===== src/pkg/lvdc_pkg.sv =====
package lvdc_pkg;
    // APB register byte addresses.
    localparam logic [7:0] ADDR_CTRL = 8'h00;
    localparam logic [7:0] ADDR_LEVEL = 8'h04;
    localparam logic [7:0] ADDR_STATUS = 8'h08;
    localparam logic [7:0] ADDR_MASK = 8'h0c;
    localparam logic [7:0] ADDR_MON = 8'h10;

    // Control register field positions.
    localparam int CTRL_EN_BIT = 7;
    localparam int CTRL_EXT_BIT = 2;
    localparam int CTRL_MODE_BIT = 1;
    localparam int CTRL_MASK_BIT = 0;

    // Status and mask register bit positions.
    localparam int ST_DETECT_BIT = 0;
    localparam int ST_RESET_BIT = 1;

    // Values after reset.
    localparam logic [7:0] CTRL_RST = 8'h01;
    localparam logic [3:0] LEVEL_RST = 4'h0;
    localparam logic [1:0] MASK_RST = 2'h0;

    // Level-selection width and the fixed code used for the external sense input.
    localparam int LEVEL_W = 4;
    localparam logic [3:0] EXT_FIXED_LEVEL = 4'hf;

    // Enable sequence settling time and cycle count at 200 MHz.
    localparam int SETTLE_NS = 20;
    localparam int CLK_MHZ = 200;
    localparam int SETTLE_CYC = (SETTLE_NS * CLK_MHZ + 999) / 1000;
    localparam int SETTLE_W = 3;

    // Sequencer states.
    typedef enum logic [1:0] {LVDC_OFF, LVDC_SETTLE, LVDC_RUN} lvdc_state_t;
endpackage : lvdc_pkg


===== src/design/lvdc_edge.sv =====
`timescale 1ns/1ps
// Registers the comparator output and reports its rising edge.
module lvdc_edge (
    // Clock and reset
    input wire logic core_clk,
    input wire logic rst_n,
    // Level in, edge out
    input wire logic level_in,
    output logic level_q_o,
    output logic rise_o
);
    typedef struct packed {
        logic lvl;
    } lvdc_edge_st_t;

    lvdc_edge_st_t st_q;
    lvdc_edge_st_t st_d;

    // Next state is the current level.
    always_comb begin
        st_d = st_q;
        st_d.lvl = level_in;
    end

    // Register the level.
    always_ff @(posedge core_clk or negedge rst_n) begin
        if (!rst_n) begin
            st_q <= '0;
        end else begin
            st_q <= st_d;
        end
    end

    assign level_q_o = st_q.lvl;
    assign rise_o = level_in & ~st_q.lvl;
endmodule : lvdc_edge


===== src/design/lvdc_top.sv =====
`timescale 1ns/1ps
// Behaviour
// - Interrupt mode: clearing enable while below threshold sets flag and, if unmasked, raises request.
// - External sense source uses one fixed threshold, ignoring level-select.
// - Setting reset mode while voltage is above threshold gives no reset.
// - Unmasked interrupt may fire right after enabling if already low.
// - No hysteresis: each new crossing repeats reset or interrupt.
module lvdc_top (
    // Clock and reset
    input wire logic core_clk,
    input wire logic rst_n,
    // APB slave
    input wire logic psel,
    input wire logic penable,
    input wire logic pwrite,
    input wire logic [7:0] paddr,
    input wire logic [31:0] pwdata,
    output logic [31:0] prdata,
    output logic pready,
    output logic pslverr,
    // Analog comparator side
    input wire logic below_threshold,
    output logic cmp_enable,
    output logic ext_sense_sel,
    output logic [3:0] cmp_level,
    // Events
    output logic lowvolt_irq_request,
    output logic internal_reset_req,
    output logic irq
);
    typedef struct packed {
        lvdc_pkg::lvdc_state_t state;
        logic [2:0] settle;
        logic detector_enable;
        logic ext_src;
        logic reset_mode_select;
        logic lowvolt_irq_mask;
        logic [3:0] level_select_reg;
        logic [1:0] status;
        logic [1:0] irq_en;
        logic lowvolt_irq_flag;
        logic irq_pulse;
        logic rst_out;
        logic [31:0] rdata;
    } lvdc_st_t;

    lvdc_st_t st_q;
    lvdc_st_t st_d;
    logic below_q;
    logic below_rise;
    logic access;
    logic wr;
    logic running;
    logic detect_ev;
    logic stop_low_ev;

    // Comparator sampling; a fresh edge is needed for each new event.
    lvdc_edge u_edge (
        .core_clk(core_clk),
        .rst_n(rst_n),
        .level_in(below_threshold),
        .level_q_o(below_q),
        .rise_o(below_rise)
    );

    // Zero-wait APB: every access completes in its first access cycle.
    assign access = psel & penable;
    assign wr = access & pwrite;
    assign running = (st_q.state == lvdc_pkg::LVDC_RUN);
    // A detection is a new crossing below threshold while running; entry into run while low is caught by the sequencer.
    assign detect_ev = running & below_rise;
    // Clearing enable in interrupt mode while low still reports the event.
    // The live comparator level is used, so a crossing in the stopping cycle itself is not lost.
    assign stop_low_ev = wr & (paddr == lvdc_pkg::ADDR_CTRL) & st_q.detector_enable
                         & ~pwdata[lvdc_pkg::CTRL_EN_BIT] & ~st_q.reset_mode_select & below_threshold;

    // Next-state logic for sequencer, registers and events.
    always_comb begin
        logic ev_irq;
        logic ev_rst;
        logic entered;
        ev_irq = 1'b0;
        ev_rst = 1'b0;
        entered = 1'b0;
        st_d = st_q;
        st_d.irq_pulse = 1'b0;
        st_d.rst_out = 1'b0;

        // Sequencer: settle after enable before comparator output is trusted.
        case (st_q.state)
            lvdc_pkg::LVDC_OFF: begin
                if (st_q.detector_enable) begin
                    st_d.state = lvdc_pkg::LVDC_SETTLE;
                    st_d.settle = 3'(lvdc_pkg::SETTLE_CYC - 1);
                end
            end
            lvdc_pkg::LVDC_SETTLE: begin
                if (!st_q.detector_enable) begin
                    st_d.state = lvdc_pkg::LVDC_OFF;
                end else if (st_q.settle == 3'h0) begin
                    st_d.state = lvdc_pkg::LVDC_RUN;
                    entered = below_q;
                end else begin
                    st_d.settle = st_q.settle - 3'h1;
                end
            end
            lvdc_pkg::LVDC_RUN: begin
                if (!st_q.detector_enable) begin
                    st_d.state = lvdc_pkg::LVDC_OFF;
                end
            end
            default: begin
                st_d.state = lvdc_pkg::LVDC_OFF;
            end
        endcase

        // Mode bit picks the outcome; reset only on an actual low, never on the mode write itself.
        if (detect_ev | entered) begin
            if (st_q.reset_mode_select) begin
                ev_rst = 1'b1;
            end else begin
                ev_irq = 1'b1;
            end
        end
        if (stop_low_ev) begin
            ev_irq = 1'b1;
        end

        // Interrupt request and flag; the mask gates the request only.
        if (ev_irq) begin
            st_d.lowvolt_irq_flag = 1'b1;
            st_d.irq_pulse = ~st_q.lowvolt_irq_mask;
        end
        st_d.rst_out = ev_rst;

        // Register writes; reads are registered on the setup cycle.
        st_d.rdata = 32'h0000_0000;
        if (psel & ~penable & ~pwrite) begin
            case (paddr)
                lvdc_pkg::ADDR_CTRL: begin
                    st_d.rdata[lvdc_pkg::CTRL_EN_BIT] = st_q.detector_enable;
                    st_d.rdata[lvdc_pkg::CTRL_EXT_BIT] = st_q.ext_src;
                    st_d.rdata[lvdc_pkg::CTRL_MODE_BIT] = st_q.reset_mode_select;
                    st_d.rdata[lvdc_pkg::CTRL_MASK_BIT] = st_q.lowvolt_irq_mask;
                end
                lvdc_pkg::ADDR_LEVEL: st_d.rdata[3:0] = st_q.level_select_reg;
                lvdc_pkg::ADDR_STATUS: st_d.rdata[1:0] = st_q.status;
                lvdc_pkg::ADDR_MASK: st_d.rdata[1:0] = st_q.irq_en;
                lvdc_pkg::ADDR_MON: begin
                    st_d.rdata[0] = below_q;
                    st_d.rdata[1] = st_q.lowvolt_irq_flag;
                    st_d.rdata[3:2] = st_q.state;
                end
                default: st_d.rdata = 32'h0000_0000;
            endcase
        end
        if (wr) begin
            case (paddr)
                lvdc_pkg::ADDR_CTRL: begin
                    // Writing zero or clearing only enable both stop the detector.
                    st_d.detector_enable = pwdata[lvdc_pkg::CTRL_EN_BIT];
                    st_d.ext_src = pwdata[lvdc_pkg::CTRL_EXT_BIT];
                    st_d.reset_mode_select = pwdata[lvdc_pkg::CTRL_MODE_BIT];
                    st_d.lowvolt_irq_mask = pwdata[lvdc_pkg::CTRL_MASK_BIT];
                end
                // Upper bits are not stored; software keeps them zero.
                lvdc_pkg::ADDR_LEVEL: st_d.level_select_reg = pwdata[3:0];
                lvdc_pkg::ADDR_STATUS: begin
                    st_d.status = st_q.status & ~pwdata[1:0];
                    st_d.lowvolt_irq_flag = st_q.lowvolt_irq_flag & ~pwdata[lvdc_pkg::ST_DETECT_BIT];
                    if (ev_irq) begin
                        st_d.lowvolt_irq_flag = 1'b1;
                    end
                end
                lvdc_pkg::ADDR_MASK: st_d.irq_en = pwdata[1:0];
                default: begin
                end
            endcase
        end

        // Sticky status; a set in the clearing cycle wins.
        if (ev_irq) begin
            st_d.status[lvdc_pkg::ST_DETECT_BIT] = 1'b1;
        end
        if (ev_rst) begin
            st_d.status[lvdc_pkg::ST_RESET_BIT] = 1'b1;
        end
    end

    // State register.
    always_ff @(posedge core_clk or negedge rst_n) begin
        if (!rst_n) begin
            st_q <= '0;
            st_q.state <= lvdc_pkg::LVDC_OFF;
            st_q.detector_enable <= lvdc_pkg::CTRL_RST[lvdc_pkg::CTRL_EN_BIT];
            st_q.reset_mode_select <= lvdc_pkg::CTRL_RST[lvdc_pkg::CTRL_MODE_BIT];
            st_q.lowvolt_irq_mask <= lvdc_pkg::CTRL_RST[lvdc_pkg::CTRL_MASK_BIT];
            st_q.level_select_reg <= lvdc_pkg::LEVEL_RST;
            st_q.irq_en <= lvdc_pkg::MASK_RST;
        end else begin
            st_q <= st_d;
        end
    end

    // APB answers; no address is refused, unmapped ones read zero.
    assign pready = 1'b1;
    assign pslverr = 1'b0;
    assign prdata = st_q.rdata;
    // Comparator control; external source forces the fixed threshold code.
    assign cmp_enable = st_q.detector_enable;
    assign ext_sense_sel = st_q.ext_src;
    assign cmp_level = st_q.ext_src ? lvdc_pkg::EXT_FIXED_LEVEL : st_q.level_select_reg;
    assign lowvolt_irq_request = st_q.irq_pulse;
    assign internal_reset_req = st_q.rst_out;
    assign irq = |(st_q.status & st_q.irq_en);
endmodule : lvdc_top


===== config.mk =====
export PLATFORM = sky130hd
export DESIGN_NAME = lvdc_top
export DESIGN_NICKNAME = d
export VERILOG_FILES = /design/src/pkg/lvdc_pkg.sv /design/src/design/lvdc_edge.sv /design/src/design/lvdc_top.sv
export SDC_FILE = /design/constraint.sdc
export NUM_CORES = 1
export LEC_CHECK = 0
export ABC_AREA = 1
export BUFFER_PORTS_ARGS = -buffer_cell sky130_fd_sc_hd__buf_2
export CORE_MARGIN = 3
export CORE_UTILIZATION = 40
export CTS_CLUSTER_DIAMETER = 30
export DETAILED_ROUTE_END_ITERATION = 12
export PLACE_DENSITY = 0.73
export SLEW_MARGIN = 10
export SYNTH_ARGS = -nofsm -noshare
export SYNTH_HDL_FRONTEND = slang
export SYNTH_SLANG_ARGS = --single-unit
export TNS_END_PERCENT = 5

===== constraint.sdc =====
create_clock -name core_clk -period 1.91 [get_ports core_clk]
set_input_delay 0.2865 -clock core_clk [delete_from_list [all_inputs] [get_ports core_clk]]
set_output_delay 0.2865 -clock core_clk [all_outputs]
set_load 0.05 [all_outputs]

==> results of run 1 <==
[cells in the mapped netlist (2+ instances only)]
library cell,count
nor2_4,5
ha_1,2
nand2_1,37
inv_1,28
a21oi_1,2
buf_4,34
o21ai_1,4
dfrtp_1,25
nand3_1,16
nand3_2,3
nor3_1,2
nor2_1,20
nand2_2,2
conb_1,2
nand2_4,2
o21ai_0,9
[logic make-up (layout without fill, tap and decap cells)]
kind of cell    count (synthesis)  after routing  share of synthesized area (%)
other cells                     2             29                         0.4592
flops                          26             26                          39.86
compound gates                 20             20                          6.810
simple gates                   91             91                          29.07
buf+inv                        63             65                          22.26
fa+ha+maj                       2              2                          1.530
[state kept, by name, indices dropped and copies added, names as in the netlist]
name / cells
st_q: 16
prdata: 5
cmp_enable: 1
ext_sense_sel: 1
internal_reset_req: 1
lowvolt_irq_request: 1
u_edge.level_q_o: 1
[worst min path at each step]
stage,cells past startpoint,end,startpoint
3_5_place_dp,1,prdata[1],rst_n
3_3_place_gp,1,st_q[36],rst_n
4_1_cts,1,prdata[7],rst_n
6_report,1,prdata[7],rst_n
2_1_floorplan,0,cmp_enable,rst_n
5_1_grt,1,prdata[7],rst_n
[layer usage]
metal  GRT usage (%)  vias to the layer above  part of all wire [%]
li1                -                      627                     -
met1           15.72                      533                    47
met2           19.83                       36                    46
met3           2.590                        4                   6.0
met4           5.745                        0                   1.3
met5               0                        -                     0
[worst register-to-register path: stages, from the launching register on]
cell and delay (ns):
dfrtp_1 0.37, inv_1 0.08, ha_1 0.16, ha_1 0.14, nand2_1 0.05, inv_1 0.11
nand3_1 0.11, o21a_1 0.21, nand2_1 0.07, nand2_2 0.07, nor2_2 0.08
[final cells by class]
| type | count | area [sq um] |
|---|---|---|
| clock buffers | 3 | 41.29 |
| well taps | 48 | 60.06 |
| clock inverters | 1 | 30.03 |
| repair buffers | 32 | 160.2 |
| multi-input cells | 142 | 720.7 |
| flip-flops and latches | 26 | 651.9 |
| fillers | 393 | 2026 |
| inverters | 29 | 108.9 |
[power by group through the flow]
stage	registers [mW]	clock network [mW]	logic [mW]
after floorplan	0.675	0	0.376
after global placement	0.662	0	0.428
after detailed placement	0.663	0	0.437
after CTS	0.652	0.469	0.440
after global routing	0.660	0.487	0.490
final	0.652	0.455	0.434
[stage by stage]
stage / instances / hold slack, ns / util, %
after global routing: 281 / 0.04449 / 46.67
after global placement: 277 / 0.3179 / 44.80
after floorplan: 231 / -0.009091 / -
final: 281 / 0.006825 / 46.67
after detailed placement: 277 / 0.3276 / 44.80
after CTS: 281 / 0.01967 / 46.67
==> impl_metrics.tcl, run 1 <==
set metrics [dict create \
    final_common_cell "nand2_1" \
    antenna_cells 0 \
    slowest_delay_ns 0.37 \
    worstMarginPinSlew_ns 0.5927 \
    slew_headroom_pct 60.49 \
    start_kind "flop" \
    p_int_mw 1.011 \
    die_w_um 69.94 \
    hpwlAfterDp_um 2382 \
    start_util_pct 43.05 \
    p_leak_nw 1.004 \
    vias_per_cell 4.270 \
    vias 1200 \
    hold_buffers 0 \
    ys_ff_latch 26 \
    final_cell_mix "37 x nand2_1, 32 x buf_2, 29 x conb_1, 28 x inv_1, 25 x dfrtp_1" \
    critPathCaptureType "flop" \
    setup_slack_ns 0.4323 \
    port_buffers 32 \
    critical_path.n_buffers_inverters 2 \
    criticalPathCategory "flop to flop" \
    min_period_ns 1.478 \
    die-area_sq_um 4892 \
    worstPathArrival_ns 1.69 \
    p_comb_share_pct 28.2 \
    worst_ep_required_time_ns 2.12 \
    p_sw_share_pct 34.41 \
    grt_pass1_vias 1081 \
    ioPinCount 89 \
    firstDrtPassIters 4 \
    skew_ns 0.005453 \
    synth_top_area_cell "dfrtp_1" \
    ys_async_sr_fraction_pct 100.0 \
    cts.sinks 26 \
    syn_inst 204 \
    grt_pass1_wl_um 4802 \
    syn_area_per_cell_sq_um 8.016 \
    crit_end "lowvolt_irq_request" \
    drc_errors 0 \
    fin_crit_sh_pct 77.37 \
    rsz0062_at_grt "false" \
    yosys_most_used_dff "dfrtp_1" \
    totalWireLength_um 2982 \
    core.rowCount 22 \
    synth_edf_count 0 \
    power_frac_seq_pct 42.3 \
    ff2ff_path_depth 10 \
    grt_max_degree 27 \
    hold_viol 0 \
    gp_congestion 0.8205 \
    path_depth 10 \
    tns_ns 0 \
    drv_cap 0 \
    htree_levels 1 \
    hp-class "input pin to async pin" \
    grt_usage_pct 12.32 \
    syn_to_final_growth_pct 8.416 \
    clk_latency_ns 0.27 \
    pwr-share-clk_pct 29.5 \
    gr-total-overflow 0 \
    power.switching_mw 0.5302 \
    synth_top_cell_area_share_pct 38.26 \
    yosys_warnings 0 \
    crit_start "st_q[47]" \
    peakVddDrop_mv 0.4001 \
    setup_viol 0 \
    cts_setup_buffers 0 \
    die_h_um 69.94 \
    drive_gt1_share_pct 22.75 \
    syn-cell-area_sq_um 1635 \
    ant_nets 0 \
    status "finished, final reports clean" \
    crit_chain "inv_1 > ha_1 > ha_1 > nand2_1 > inv_1 > nand3_1 > o21a_1 > nand2_1 > nand2_2 > nor2_2" \
    cts_buffers 3 \
    finalPower_mw 1.541 \
    cts_buffer_depth 2 \
    tritoncts "built" \
    path_clk_slew_ns 0.09 \
    synthDistinctLibCells 27 \
    clock-root-buffer "clkbuf_8" \
    worst_r2r_endpoint "lowvolt_irq_request" \
    worstPathMaxFanout 3 \
    antenna_found_initial 0 \
    r2r_start "st_q[47]" \
    drtIter0Drc 34 \
    slew_viol_final 0 \
    stdcell_area_sq_um 1773 \
    synth.area.top_cells "dfrtp_1 38%, buf_4 16%, nand2_1 8.5%" \
    place_ws_ns 0.4454 \
    critPathTopFamily "simple AND/OR/NAND/NOR gates" \
    nets 282 \
    p_per_area_nw_per_um2 869.2 \
    core_sq_um 3799 \
    max_freq_ghz 0.6767 \
    crit_slowest_cell "dfrtp_1" \
    synth_seq_area_share_pct 39.86 \
    reg2reg_slack_ns 0.43 \
    cts_resized 0 \
    wl_per_cell_um 10.61 \
    placed_area_sq_um 1702 \
]
(Power assumes the default switching activity.)
==> inputs of run 2 (changes only) <==
--- a/config.mk
+++ b/config.mk
@@ -11,7 +11,7 @@
 export CORE_UTILIZATION = 40
 export CTS_CLUSTER_DIAMETER = 30
 export DETAILED_ROUTE_END_ITERATION = 12
-export PLACE_DENSITY = 0.73
+export PLACE_DENSITY = 0.76
 export SLEW_MARGIN = 10
 export SYNTH_ARGS = -nofsm -noshare
 export SYNTH_HDL_FRONTEND = slang
==> constraint.sdc (replaced) <==
create_clock -name core_clk -period 1.3 [get_ports core_clk]
set_input_delay 0.195 -clock core_clk [delete_from_list [all_inputs] [get_ports core_clk]]
set_output_delay 0.195 -clock core_clk [all_outputs]
set_load 0.05 [all_outputs]
==> run 2 against run 1 <==
The run now ends with setup timing left; worst setup slack got worse by 0.59 ns; clock power rose by 45%; sequential share of layout area fell by 1.3 points; count of clock-buffer cells in the layout did not move; largest power group unchanged; worst hold slack improved by 0.051 ns; final area rose by 3.6%; non-clock buffer count rose by 2; total power rose by 55%; wire length rose by 5.5%; critical path depth did not move.
==> impl_metrics.tcl, run 2 (synthesis gave the netlist of run 1 again) <==
set metrics [dict create \
    status "finished with violations" \
    violations "setup timing" \
    tritoncts "built" \
    n_fill_cell 387 \
    final_cell_mix "36 x nand2_1, 29 x conb_1, 28 x buf_2, 25 x dfrtp_1, 24 x inv_1" \
    vias_per_cell 4.364 \
    cts_setup_buffers 0 \
    drv_cap 0 \
    criticalPathCategory "flop to flop" \
    tns_ns -0.6151 \
    register_area_sq_um 651.9 \
    final_common_cell "nand2_1" \
    worst_ep_required_time_ns 1.51 \
    hold_viol 0 \
    htree_levels 1 \
    die-area_sq_um 4892 \
    peakVddDrop_mv 0.5944 \
    worstPathMaxFanout 3 \
    clk_latency_ns 0.27 \
    fin_crit_sh_pct 112.0 \
    whs_path_depth 1 \
    grt_max_degree 27 \
    critPathCaptureType "flop" \
    dp.cells 278 \
    die_h_um 69.94 \
    max_freq_ghz 0.6866 \
    top_register "st_q" \
    port_buffers 32 \
    path_clk_slew_ns 0.09 \
    start_kind "flop" \
    fin_cells 283 \
    ant_nets 0 \
    skew_ns 0.004891 \
    syn_to_final_growth_pct 12.32 \
    finalPower_mw 2.389 \
    firstDrtPassIters 4 \
    cts_buffers 3 \
    antenna_found_initial 0 \
    setup_viol 8 \
    timing.hold.ws_ns 0.05773 \
    cts.sinks 26 \
    totalWireLength_um 3146 \
    ioPinCount 89 \
    drc_errors 0 \
    grt_pass1_wl_um 4940 \
    grt_pass1_vias 1124 \
    hp-class "input pin to flop" \
    gp_congestion 0.8620 \
    hpwlAfterDp_um 2477 \
    p_leak_nw 1.012 \
    core_sq_um 3799 \
    crit_start "st_q[48]" \
    nets 284 \
    slew_headroom_pct 61.62 \
    antenna_cells 0 \
    core.rowCount 22 \
    gr-total-overflow 0 \
    start_util_pct 43.05 \
    clock-root-buffer "clkbuf_8" \
    hold_start "below_threshold" \
    drtIter0Drc 33 \
    ff2ff_path_depth 10 \
    cts_buffer_depth 2 \
    grt_usage_pct 12.47 \
    largest_reg_flops 16 \
    r2r_start "st_q[48]" \
    slew_viol_final 0 \
    min_period_ns 1.456 \
    rsz0062_at_grt "true" \
    worstMarginPinSlew_ns 0.5757 \
    worstPathArrival_ns 1.67 \
    vias 1235 \
    drive_gt1_share_pct 26.38 \
    p_per_area_nw_per_um2 1301 \
    setup_slack_ns -0.1564 \
    multi_input_area_sq_um 753.2 \
    wl_per_cell_um 11.12 \
    die_w_um 69.94 \
]
[run 2: path summary, 6_finish.rpt]
path                                       end  slack, ns
setup / recovery           lowvolt_irq_request      -0.16
hold / removal                u_edge.level_q_o       0.06
setup reg to reg           lowvolt_irq_request      -0.16
hold reg to reg            lowvolt_irq_request       0.49
max in group asynchronous             st_q[43]       0.47
min in group asynchronous             st_q[49]       0.45
[run 2: area by class of cell]
type,instances,area share [%]
clock buffer,3,2.248
clock inverter,1,1.635
inverter,29,5.926
multi-input combinational,142,41.01
sequential,26,35.49
tap,48,3.270
timing repair buffer,34,10.42
[run 2: stage by stage]
stage | area (sq um) | utilization, % | setup slack [ns]
CTS | 1802 | 47.43 | -0.1705
global placement | 1709 | 44.99 | -0.1584
floorplan | 1737 | - | -0.06322
detailed placement | 1709 | 44.99 | -0.1739
finish | 1837 | 48.35 | -0.1564
global route | 1837 | 48.35 | -0.2831
[run 2: critical path, cell delays in order, from the launching register on]
cell	delay (ns)
dfrtp_1	0.41
inv_2	0.08
ha_4	0.14
ha_4	0.13
nand2_2	0.05
inv_2	0.08
nand3_2	0.07
o21a_1	0.20
nand2_1	0.08
nand2_2	0.07
nor2_2	0.09
[run 2: report_power, final]
part | switching (mW) | leakage [nW] | internal [mW]
logic | 0.517 | 0.676 | 0.239
clock network | 0.248 | 0.0357 | 0.412
registers | 0.0666 | 0.301 | 0.907
[run 2: what timing repair did]
item,4_1_cts,5_1_grt
endpoints found under the setup margin,9,14
hold buffers,1,0
gates resized for setup,5,11
pin swaps,3,5
hold endpoints to repair,25,0
[run 2: metal layers]
layer	up-vias	global-route usage, %	wire length (um)
met3	6	2.158	187
met2	38	21.72	1529
met5	-	0	0
met1	555	15.34	1366
met4	0	4.468	63
li1	636	-	-
==> inputs of run 3 (changes only) <==
--- a/config.mk
+++ b/config.mk
@@ -7,6 +7,7 @@
 export LEC_CHECK = 0
 export ABC_AREA = 1
 export BUFFER_PORTS_ARGS = -buffer_cell sky130_fd_sc_hd__buf_2
+export CORE_ASPECT_RATIO = 0.7
 export CORE_MARGIN = 3
 export CORE_UTILIZATION = 40
 export CTS_CLUSTER_DIAMETER = 30
==> run 3 against run 2 <==
The flow still finishes with violations (setup timing); wire length shrank 0.35%; global-route usage grew 1.4 points; clock skew shrank 0.0015 ns; worst setup slack gained 0.042 ns; die area grew 0.24%; first-iteration DRC count grew 94%; count of clock-buffer cells in the layout grew 1; clock power shrank 22%; highest routed layer unchanged.
==> impl_metrics.tcl, run 3 (synthesis gave the netlist of run 1 again) <==
set metrics [dict create \
    die_h_um 59.50 \
    die_w_um 82.42 \
    vias 1248 \
    nets 290 \
    grt_pass1_wl_um 5140 \
    rsz0062_at_grt "true" \
    worst_ep_required_time_ns 1.50 \
    top_register "st_q" \
    gr-total-overflow 0 \
    die-area_sq_um 4904 \
    hp-class "input pin to flop" \
    max_freq_ghz 0.7072 \
    skew_ns 0.003380 \
    min_period_ns 1.414 \
    hold_viol 0 \
    ioPinCount 89 \
    vias_per_cell 4.289 \
    gp_congestion 0.8557 \
    largest_reg_flops 16 \
    port_buffers 32 \
    fin_crit_sh_pct 108.8 \
    htree_levels 1 \
    multi_input_area_sq_um 758.2 \
    worstPathMaxFanout 3 \
    worstPathArrival_ns 1.62 \
    wl_per_cell_um 10.77 \
    cts_buffer_depth 2 \
    worstMarginPinSlew_ns 0.5634 \
    clk_latency_ns 0.27 \
    criticalPathCategory "flop to flop" \
    grt_pass1_vias 1133 \
    slew_viol_final 0 \
    path_clk_slew_ns 0.08 \
    hpwlAfterDp_um 2532 \
    n_fill_cell 386 \
    timing.hold.ws_ns 0.06232 \
    grt_max_degree 27 \
    peakVddDrop_mv 0.7532 \
    critPathCaptureType "flop" \
    clock-root-buffer "clkbuf_8" \
    drtIter0Drc 64 \
    final_common_cell "nand2_1" \
    p_leak_nw 1.036 \
    cts.sinks 26 \
    drc_errors 0 \
    setup_viol 8 \
    ant_nets 0 \
    final_cell_mix "36 x nand2_1, 29 x conb_1, 28 x buf_2, 25 x dfrtp_1, 24 x inv_1" \
    syn_to_final_growth_pct 14.77 \
    drive_gt1_share_pct 28.22 \
    drv_cap 0 \
    totalWireLength_um 3135 \
    start_kind "flop" \
    register_area_sq_um 651.9 \
    utilization_pct 50.51 \
    status "finished with violations" \
    start_util_pct 44.01 \
    finalPower_mw 2.323 \
    cts_buffers 3 \
    antenna_cells 0 \
    antenna_found_initial 0 \
    setup_slack_ns -0.1140 \
    tns_ns -0.5595 \
    grt_usage_pct 13.88 \
    tritoncts "built" \
    core_sq_um 3716 \
    core.rowCount 18 \
    p_per_area_nw_per_um2 1238 \
    violations "setup timing" \
    slew_headroom_pct 62.44 \
    firstDrtPassIters 4 \
]
[run 3: power breakdown]
part | total (mW) | switching, mW | internal, mW | leakage, nW
Combinational | 0.838 | 0.535 | 0.303 | 0.706
Clock | 0.515 | 0.245 | 0.271 | 0.0288
Sequential | 0.970 | 0.0626 | 0.907 | 0.301
Total | 2.32 | 0.842 | 1.48 | 1.04
[run 3: layer usage]
layer | GRT usage (%) | part of all wire [%] | up-vias
li1 | - | - | 642
met2 | 20.55 | 45 | 32
met3 | 3.647 | 5.7 | 2
met5 | 0 | 0 | -
met4 | 2.844 | 0.35 | 0
met1 | 20.28 | 49 | 572
[run 3: stage by stage]
stage / worst slack (ns) / cells / area (sq um)
floorplan: -0.06322 / 231 / 1737
global placement: -0.1921 / 281 / 1719
detailed placement: -0.2130 / 281 / 1719
CTS: -0.1684 / 288 / 1838
global route: -0.1928 / 291 / 1877
finish: -0.1140 / 291 / 1877
[run 3: path summary, 6_finish.rpt]
check / from / end / slack [ns] / depth (start not counted)
setup / recovery: st_q[48] / lowvolt_irq_request / -0.11 / 10
hold / removal: below_threshold / u_edge.level_q_o / 0.06 / 1
setup reg to reg: st_q[48] / lowvolt_irq_request / -0.11 / 10
hold reg to reg: st_q[34] / st_q[34] / 0.50 / 2
max in group asynchronous: rst_n / prdata[7] / 0.49 / 2
min in group asynchronous: rst_n / st_q[42] / 0.43 / 2
[run 3: critical path, stage by stage (launching register included)]
cell     delay, ns
dfrtp_1       0.40
inv_2         0.08
ha_4          0.13
ha_4          0.12
nand2_2       0.05
inv_2         0.08
nand3_2       0.07
o21a_1        0.19
nand2_1       0.07
nand2_2       0.08
nor2_4        0.09
[run 3: repair_timing]
| item | CTS | global route |
|---|---|---|
| setup buffers | 2 | 3 |
| resized for setup | 12 | 10 |
| hold buffers | 1 | 0 |
| pin swaps | 5 | 5 |
| gates cloned | 0 | 0 |
| hold endpoints to repair | 25 | 0 |
| endpoints found under the setup margin | 9 | 13 |
[run 3: cell type report]
cell class	instances	area share, %
inverter	29	5.800
clock buffer	4	2.933
sequential	26	34.73
multi-input combinational	142	40.40
tap	50	3.333
timing repair buffer	40	12.80
